`src/verilog/ass_pkg.sv`:
```
// Purpose: Constants and types for the converter sequencing block
// Assumes: APB slave, 32-bit data, one aligned word per register
// Notes:   Offsets are byte addresses
package ass_pkg;
  localparam logic [7:0] OFF_CTRL     = 8'h00;
  localparam logic [7:0] OFF_TIMING   = 8'h04;
  localparam logic [7:0] OFF_CHAN     = 8'h08;
  localparam logic [7:0] OFF_STATUS   = 8'h0C;
  localparam logic [7:0] OFF_TESTFLG  = 8'h10;
  localparam logic [7:0] OFF_RESULT0  = 8'h20;
  localparam logic [7:0] OFF_RES_MASK = 8'hE0;
  // Channel control field positions
  localparam int CH_CODE_LSB   = 0;
  localparam int CH_SPECIAL    = 4;
  localparam int CH_MULTI      = 5;
  localparam int CH_SINGLE     = 6;
  localparam int CH_EIGHT      = 7;
  // Control register field positions
  localparam int CT_SCAN       = 0;
  localparam int CT_FAST_CLEAR = 1;
  localparam int CT_FIFO       = 2;
  localparam int CT_IRQ_EN     = 3;
  localparam int CT_TEST_MODE  = 4;
  // Status field positions
  localparam int ST_CNT_LSB    = 0;
  localparam int ST_SEQ_DONE   = 7;
  localparam int ST_FLAGS_LSB  = 8;
  // Reset values and sequence lengths
  localparam logic [7:0]  RST_CHAN   = 8'h00;
  localparam logic [4:0]  RST_CTRL   = 5'h00;
  localparam logic [7:0]  RST_TIMING = 8'h01;
  localparam logic [15:0] RST_RESULT = 16'h0000;
  localparam logic [3:0]  LEN_ONE    = 4'h1;
  localparam logic [3:0]  LEN_FOUR   = 4'h4;
  localparam logic [3:0]  LEN_EIGHT  = 4'h8;

  typedef enum logic [1:0] {ST_IDLE, ST_REQ, ST_WAIT} ass_seq_t;

  typedef struct packed {
    logic [2:0]  channel;
    logic        special;
  } ass_conv_req_t;

  typedef struct packed {
    ass_seq_t            seq;
    logic [7:0]          chan;
    logic [4:0]          ctrl;
    logic [7:0]          timing;
    logic [2:0]          code;
    logic [2:0]          counter;
    logic [3:0]          done_cnt;
    logic                seq_done;
    logic [7:0]          flags;
    logic [7:0]          armed;
    logic [7:0][15:0]    results;
    logic                start_o;
    ass_conv_req_t       req;
    logic [31:0]         rdata;
    logic                ack;
  } ass_state_t;
endpackage : ass_pkg

```
`src/verilog/ass_seq_status.sv`:
```
// Purpose: Sequencing, result mapping and status flags of an 8-input ADC
// Assumes: Converter core takes a start pulse, answers with done and data
// Notes:   Registers over APB; one wait state, pslverr on bad address
`timescale 1ns/1ns
module ass_seq_status
  import ass_pkg::*;
(
  input  wire logic                 ref_clk_i,
  input  wire logic                 rst_i,
  input  wire logic                 psel_i,
  input  wire logic                 penable_i,
  input  wire logic                 pwrite_i,
  input  wire logic [7:0]           paddr_i,
  input  wire logic [31:0]          pwdata_i,
  output logic      [31:0]          prdata_o,
  output logic                      pready_o,
  output logic                      pslverr_o,
  output logic                      conv_start_o,
  output ass_pkg::ass_conv_req_t    conv_req_o,
  input  wire logic                 conv_done_i,
  input  wire logic [15:0]          conv_data_i,
  output logic                      irq_o
);
  import ass_pkg::*;

  ass_state_t s_q;
  ass_state_t s_d;

  logic       acc;
  logic       wr;
  logic       rd;
  logic       is_res;
  logic [2:0] res_idx;
  logic       legal;
  logic [3:0] seq_len;
  logic       restart;
  logic       xfer;
  logic       first;
  logic       take;
  logic       last;

  function automatic logic [2:0] inc3(input logic [2:0] v);
    inc3 = 3'(v + 3'h1);
  endfunction

  function automatic logic [3:0] len_of(input logic [7:0] c);
    if (c[CH_EIGHT]) begin
      len_of = LEN_EIGHT;
    end else if (c[CH_SINGLE]) begin
      len_of = LEN_ONE;
    end else begin
      len_of = LEN_FOUR;
    end
  endfunction

  function automatic logic hits_result(input logic [7:0] a);
    hits_result = (a & OFF_RES_MASK) == OFF_RESULT0;
  endfunction

  function automatic logic hits_plain(input logic [7:0] a);
    unique case (a)
      OFF_CTRL,
      OFF_TIMING,
      OFF_CHAN,
      OFF_STATUS,
      OFF_TESTFLG: hits_plain = 1'b1;
      default:     hits_plain = 1'b0;
    endcase
  endfunction

  function automatic logic [31:0] status_word(input ass_state_t st);
    status_word = 32'h0000_0000;
    status_word[ST_CNT_LSB +: 3]   = st.counter;
    status_word[ST_SEQ_DONE]       = st.seq_done;
    status_word[ST_FLAGS_LSB +: 8] = st.flags;
  endfunction

  function automatic logic [31:0] read_word(input ass_state_t st,
                                            input logic [7:0] a);
    read_word = 32'h0000_0000;
    if (hits_result(a)) begin
      read_word[15:0] = st.results[a[4:2]];
    end else begin
      unique case (a)
        OFF_CTRL:    read_word[4:0] = st.ctrl;
        OFF_TIMING:  read_word[7:0] = st.timing;
        OFF_CHAN:    read_word[7:0] = st.chan;
        OFF_STATUS:  read_word      = status_word(st);
        OFF_TESTFLG: read_word[7:0] = st.flags;
        default:     read_word      = 32'h0000_0000;
      endcase
    end
  endfunction

  // First access cycle fetches, second one completes with pready
  assign acc     = psel_i & penable_i;
  assign first   = acc & ~s_q.ack;
  assign xfer    = acc & s_q.ack;
  assign wr      = xfer & pwrite_i;
  assign rd      = xfer & ~pwrite_i;
  assign is_res  = hits_result(paddr_i);
  assign res_idx = paddr_i[4:2];
  assign legal   = is_res | hits_plain(paddr_i);
  assign seq_len = len_of(s_q.chan);
  // A done beside a start pulse belongs to an aborted conversion
  assign take    = (s_q.seq == ST_WAIT) & conv_done_i & ~s_q.start_o;
  assign last    = 4'(s_q.done_cnt + 4'h1) == seq_len;

  always_comb begin
    s_d = s_q;
    restart = 1'b0;
    s_d.start_o = 1'b0;
    s_d.rdata = 32'h0000_0000;
    s_d.ack = first;

    // Sequence engine
    unique case (s_q.seq)
      ST_IDLE: begin
      end
      ST_REQ: begin
        s_d.start_o = 1'b1;
        s_d.req.channel = s_q.code;
        s_d.req.special = s_q.chan[CH_SPECIAL];
        s_d.seq = ST_WAIT;
      end
      ST_WAIT: begin
        if (take) begin
          s_d.results[s_q.counter] = conv_data_i;
          s_d.flags[s_q.done_cnt[2:0]] = 1'b1;
          s_d.armed[s_q.done_cnt[2:0]] = 1'b0;
          s_d.counter = inc3(s_q.counter);
          s_d.done_cnt = 4'(s_q.done_cnt + 4'h1);
          if (s_q.chan[CH_MULTI]) begin
            s_d.code = inc3(s_q.code);
          end else begin
            s_d.code = s_q.chan[CH_CODE_LSB +: 3];
          end
          if (last) begin
            s_d.seq_done = 1'b1;
            if (s_q.ctrl[CT_SCAN]) begin
              restart = 1'b1;
            end else begin
              s_d.seq = ST_IDLE;
            end
          end else begin
            s_d.seq = ST_REQ;
          end
        end
      end
    endcase

    // Read data captured in first cycle, stands with pready
    if (first && !pwrite_i) begin
      s_d.rdata = read_word(s_q, paddr_i);
    end

    // Read side effects, and the armed clear on any result access, land on the completing edge only
    if (rd && is_res && s_q.ctrl[CT_FAST_CLEAR]) begin
      s_d.flags[res_idx] = 1'b0;
      s_d.seq_done = 1'b0;
    end
    if (rd && paddr_i == OFF_STATUS) begin
      s_d.armed = s_q.rdata[ST_FLAGS_LSB +: 8];
    end
    if (xfer && is_res && !s_q.ctrl[CT_FAST_CLEAR]
        && s_q.armed[res_idx]) begin
      s_d.flags[res_idx] = 1'b0;
      s_d.armed[res_idx] = 1'b0;
    end

    // Completing conversion outranks a software clear
    if (take) begin
      s_d.flags[s_q.done_cnt[2:0]] = 1'b1;
      s_d.armed[s_q.done_cnt[2:0]] = 1'b0;
      if (last) begin
        s_d.seq_done = 1'b1;
      end
    end

    // Register writes; status offset ignores writes
    if (wr) begin
      if (paddr_i == OFF_CTRL) begin
        s_d.ctrl = pwdata_i[4:0];
      end else if (paddr_i == OFF_TESTFLG && s_q.ctrl[CT_TEST_MODE]) begin
        s_d.flags = pwdata_i[7:0];
      end else if (paddr_i == OFF_CHAN || paddr_i == OFF_TIMING) begin
        if (paddr_i == OFF_CHAN) begin
          s_d.chan = pwdata_i[7:0];
        end else begin
          s_d.timing = pwdata_i[7:0];
        end
        s_d.flags = 8'h00;
        s_d.armed = 8'h00;
        s_d.seq_done = 1'b0;
        if (!s_q.ctrl[CT_FIFO]) begin
          s_d.counter = 3'h0;
        end
        s_d.done_cnt = 4'h0;
        s_d.code = (paddr_i == OFF_CHAN) ? pwdata_i[2:0]
                                          : s_q.chan[CH_CODE_LSB +: 3];
        s_d.seq = ST_REQ;
        restart = 1'b0;
      end
    end

    // Scan restart of an identical sequence
    if (restart) begin
      if (!s_q.ctrl[CT_FIFO]) begin
        s_d.counter = 3'h0;
      end
      s_d.done_cnt = 4'h0;
      s_d.flags = 8'h00;
      s_d.flags[s_q.done_cnt[2:0]] = 1'b1;
      s_d.code = s_q.chan[CH_CODE_LSB +: 3];
      s_d.seq = ST_REQ;
    end
  end

  always_ff @(posedge ref_clk_i or posedge rst_i) begin
    if (rst_i) begin
      s_q <= '0;
      s_q.seq <= ST_IDLE;
      s_q.chan <= RST_CHAN;
      s_q.ctrl <= RST_CTRL;
      s_q.timing <= RST_TIMING;
    end else begin
      s_q <= s_d;
    end
  end

  assign prdata_o     = s_q.rdata;
  assign pready_o     = s_q.ack;
  assign pslverr_o    = s_q.ack & ~legal;
  assign conv_start_o = s_q.start_o;
  assign conv_req_o   = s_q.req;
  assign irq_o        = s_q.seq_done & s_q.ctrl[CT_IRQ_EN];
endmodule // ass_seq_status

```
`config.mk`:
```
export PLATFORM = sky130hd
export DESIGN_NAME = ass_seq_status
export DESIGN_NICKNAME = d
export VERILOG_FILES = /design/src/verilog/ass_pkg.sv /design/src/verilog/ass_seq_status.sv
export SDC_FILE = /design/constraint.sdc
export NUM_CORES = 1
export LEC_CHECK = 0
export BUFFER_PORTS_ARGS = -buffer_cell sky130_fd_sc_hd__buf_2
export CORE_MARGIN = 2
export CORE_UTILIZATION = 55
export DETAILED_ROUTE_END_ITERATION = 7
export PLACE_DENSITY = 0.75
export SETUP_SLACK_MARGIN = 0.02
export SLEW_MARGIN = 20
export SYNTH_ARGS = -nofsm -noshare
export SYNTH_HDL_FRONTEND = slang
export SYNTH_SLANG_ARGS = --single-unit
```
`constraint.sdc`:
```
create_clock -name ref_clk_i -period 7.2 [get_ports ref_clk_i]
set_input_delay 0.72 -clock ref_clk_i [delete_from_list [all_inputs] [get_ports ref_clk_i]]
set_output_delay 0.72 -clock ref_clk_i [all_outputs]
set_load 0.05 [all_outputs]
```
[After elaboration in Yosys (flattened, before gate mapping)]
Cells that the tools add are included.
Storage, ports and cells
  input port bits: 62
  flip-flop bits (word level): 216
  word-level logic and storage cells: 146
Operators by class
  order comparisons: 6
  reductions and logical operators: 20
  add/sub/neg operators: 3
  mux-type cells: 60
  bitwise operators: 26
  equal/unequal tests: 8
Operators with widths (count)
  $mux W155: 2
  $bwmux W128: 1
  $mux W16: 5
  $mux W35: 2
  $mux W8: 7
  $mux W50: 1
  $bmux W16 S3: 1
  $demux W16 S3: 1
  $and A8 B8 Y8: 5
  $mux W10: 4
  $mux W32: 1
  $pmux W5 S5: 1
  $mux W19: 1
  $mux W17: 1
  $eq A8 B4 Y1 const B: 2
  $not A8 Y8: 2
  $or A8 B8 Y8: 2
  $mux W3: 5
  $mux W1: 14
  $lt A3 B4 Y1 const B: 3
  $pmux W3 S4: 1
  $logic_and A1 B1 Y1: 11
  $mux W5: 2
  $reduce_and A5 Y1: 2
  other kinds (23): 46

[Depth between registers and ports, before layout]
  depth after elaboration: 20
  depth in mapped cells: 9
  depth with buffers taken out: 8

[Worst setup path after synthesis]
OpenSTA, ideal clock, no wires.
  kind: input-to-output
  start point: input paddr_i[4]
  end point: output pslverr_o
  stages on the path: 5
  slack: 3.767 ns
  data required time: 6.480 ns
  arrival time: 2.713 ns
  cell sequence: clkbuf_1 -> clkbuf_1 -> clkbuf_1 -> o21ai_0 -> a21oi_1
Between the ends
  word-level cells in the longest chain between the ends: 6
  elaborated cells on any way between the ends: 10
Ends and longest elaborated chain
  start, declared: RTL line ass_seq_status.sv:13  | input wire logic [7:0] paddr_i,
  $eq A8 B4 Y1 (tied with other cells): RTL line ass_seq_status.sv:61  | unique case (a)
  $reduce_or A5 Y1 *: RTL line ass_seq_status.sv:61
  $mux W1 *: RTL line ass_seq_status.sv:61
  $or A1 B1 Y1 *: RTL line ass_seq_status.sv:103  | assign legal = is_res | hits_plain(paddr_i);
  $not A1 Y1 *: RTL line ass_seq_status.sv:233  | assign pslverr_o = s_q.ack & ~legal;
  $and A1 B1 Y1 *: RTL line ass_seq_status.sv:233
  end, declared: RTL line ass_seq_status.sv:17  | output logic pslverr_o,
Every way passes the cells marked *; elsewhere a longest branch is shown, timed or not.

==> results_dict.tcl <==
set metrics [dict create \
    outcome "finished clean" \
    grt_pass1_wl_um 34900 \
    final_max_slew_violation_count 0 \
    final_nets 835 \
    detail-route-antenna-nets 0 \
    replace_congestion 0.932 \
    share_of_total_power_in_combinational_logic 0.278 \
    postSynth.asyncResetShare 1.00 \
    worstMarginPinSlew_ns 1.09 \
    report.final.hold_viol_count 0 \
    hpwl_um 14700 \
    count_of_tritonroute_iterations_in_the_first_routing_pass 5 \
    critPathArrivalTime_ns 3.69 \
    yosys_register_bits 200 \
    core_area_sq_um 17300 \
    cell_repeated_most_along_the_worst_path "sky130_fd_sc_hd__nand2_1" \
    clock_sink_count 200 \
    drive_above_1_share 0.393 \
    design.die.area_sq_um 18800 \
    hold_path.class "input pin to asynchronous set/reset pin" \
    synth_commonest_cells "sky130_fd_sc_hd__dfrtp_1, sky130_fd_sc_hd__mux2_2, sky130_fd_sc_hd__nor2_1" \
    htree_levels 4 \
    flow.area_growth_from_synthesis_pct 9.40 \
    reg2reg_slack_ns 4.14 \
    totalNegativeSetupSlack_ns 0 \
    power_density_nw_per_um2 363 \
    synth.distinct_cells 58 \
    p_clk_frac 0.255 \
    chipHeight_um 137 \
    ys.warnings.count 0 \
    cp_slowest_stage_delay_ns 0.78 \
    effective_utilization_at_floorplan 0.562 \
    initialDrtViolationCount 547 \
    critPathCaptureType "flop" \
    drt_wl_total_um 22000 \
    net-switching-power_mw 1.13 \
    cp_max_fo 46 \
    cts_inserted_buffers 17 \
    worst_setup_path_start_kind "input pin" \
    antenna-diode-count 0 \
    rr_worst_depth 6 \
    die_w_um 137 \
    ys_top_cells_by_area "sky130_fd_sc_hd__dfrtp_1, sky130_fd_sc_hd__mux2_2, sky130_fd_sc_hd__mux4_2" \
    floorplan.io_pins 102 \
    drc 0 \
    synthesis.area_sq_um 9730 \
    synth.most_common_cell "sky130_fd_sc_hd__dfrtp_1" \
    timing.final.crit_share 0.470 \
    swShare 0.294 \
    postSynthAreaPerCell_sq_um 13.2 \
    series_of_cell_instances_along_the_critical_path "buf_2, buf_4, nor2b_1, nand2_1, nor2_1, nand2_1, mux2i_1, a2111oi_0" \
    critical_path.slowest_cell "sky130_fd_sc_hd__nor2_1" \
    cts.repair.resized 0 \
    synth_largest_type_area_fraction 0.512 \
    irDropWorstVdd_mv 0.202 \
    track_usage 0.249 \
    final_util 0.615 \
    postCtsSetupBuffers 0 \
    rsz0062_at_grt "false" \
    grt_pass1_vias 6473 \
    rows 48 \
    antenna_found_initial 0 \
    edff_count_synth 0 \
    clkSlewWorstSetupHoldPaths_ns 0.07 \
    timing.critical_path.required_ns 7.51 \
    fin_crit_ns 3.38 \
    cell_internal_pwr_mw 2.73 \
    netlist_instances 739 \
    pin_count_of_the_biggest_net_entering_global_routing 141 \
    cts_buffer_depth 2 \
    p_seq_frac 0.467 \
    drt-wirelength-per-cell_um 21.8 \
    buffer_ports.inserted 61 \
    max-cap-violations 0 \
    maxClockFrequency_mhz 296 \
    worst_setup_path_class "input pin to flop" \
    slew-limit-headroom 0.272 \
    overflow 0 \
    routed_via_density 6.19 \
    setup-violations-final 0 \
    finClkSkew_ns 0.00938 \
    total_leakage_power_nw 4.82 \
    ys_seq_area_frac 0.515 \
    synth_top_cell_by_area "sky130_fd_sc_hd__dfrtp_1" \
    cts_hold_repair.buffers 0 \
    clock_tree_from_tritoncts "built" \
    dr_total_vias 6225 \
    cts_root_buf "sky130_fd_sc_hd__clkbuf_16" \
    clk-insertion-delay-late_ns 0.44 \
    yosys_most_used_dff "sky130_fd_sc_hd__dfrtp_1" \
]
[per-layer routing]
layer	wire (um)	part of all wire	GRT usage
met1	9160	0.42	0.322
met2	10800	0.49	0.405
met3	1390	0.063	0.0578
met4	588	0.027	0.104
met5	0	0	0
[final timing paths]
kind | from | to
max reg2reg | s_q[214] | flop
min | rst_i | s_q[172]
min in group ref_clk_i | flop | flop
max in group asynchronous | rst_i | s_q[209]
max | paddr_i[3] | s_q[168]
min reg2reg | flop | flop
[kinds of logic (layout without fill, tap and decap cells)]
| group | Yosys count | in the layout | share of synthesized area |
|---|---|---|---|
| buffers and inverters | 83 | 110 | 0.0490 |
| AND/OR/NAND/NOR | 140 | 140 | 0.0705 |
| adder cells (fa/ha/maj) | 5 | 5 | 0.00643 |
| multiplexers | 215 | 215 | 0.285 |
| flip-flops | 200 | 200 | 0.515 |
| XOR/XNOR | 9 | 9 | 0.00810 |
| AO/OA/AOI/OAI | 86 | 86 | 0.0657 |
| other | 1 | 16 | 0.000385 |
[power groups by stage]
stage / clock network [mW] / logic, mW / registers (mW)
5_1_grt: 1.05 / 1.16 / 1.85
3_3_place_gp: 0 / 1.02 / 1.76
3_5_place_dp: 0 / 1.07 / 1.82
4_1_cts: 0.998 / 1.08 / 1.80
2_1_floorplan: 0 / 0.916 / 1.70
6_report: 0.983 / 1.07 / 1.80
[cell type report]
| class | instances | area (sq um) |
|---|---|---|
| Inverter | 7 | 33.8 |
| Multi-Input combinational cell | 471 | 4330 |
| Sequential cell | 200 | 5010 |
| Clock inverter | 11 | 144 |
| Timing Repair Buffer | 71 | 380 |
| Tap cell | 225 | 282 |
| Fill cell | 1322 | 6650 |
| Clock buffer | 21 | 470 |
[metrics by stage]
stage                     hold WS [ns]  worst slack (ns)  total power [mW]  area (sq um)  std cells
after floorplan                  0.474              1.03              2.62          9780        754
after global placement           0.480              3.43              2.78         10000        974
after detailed placement         0.489              3.36              2.89         10000        974
after CTS                        0.505              3.81              3.87         10600       1006
after global routing             0.519              3.63              4.07         10600       1006
final                            0.495              3.82              3.86         10600       1006
[worst max-delay path: cells and delay by family]
family,cells,cell delay (ns)
mux,1,0.23
buf+inv,2,0.61
compound gates,1,0.37
simple gates,4,1.77
[cells in the final DEF (no fill, tap or decap), types with 7 or more instances in the layout]
cell type / Yosys / final
sky130_fd_sc_hd__mux2_2: 158 / 158
sky130_fd_sc_hd__a221o_1: 9 / 9
sky130_fd_sc_hd__o21ai_0: 9 / 9
sky130_fd_sc_hd__nor3_1: 8 / 7
sky130_fd_sc_hd__nor2_1: 45 / 45
sky130_fd_sc_hd__clkbuf_16: 0 / 17
sky130_fd_sc_hd__mux4_2: 34 / 34
sky130_fd_sc_hd__nand2_1: 36 / 36
sky130_fd_sc_hd__mux2i_1: 23 / 23
sky130_fd_sc_hd__conb_1: 1 / 16
sky130_fd_sc_hd__nor4_1: 8 / 8
sky130_fd_sc_hd__dfrtp_1: 199 / 199
sky130_fd_sc_hd__buf_4: 37 / 10
sky130_fd_sc_hd__a21oi_1: 23 / 23
sky130_fd_sc_hd__buf_2: 8 / 61
No activity file was read; power rests on OpenSTA's default activity.
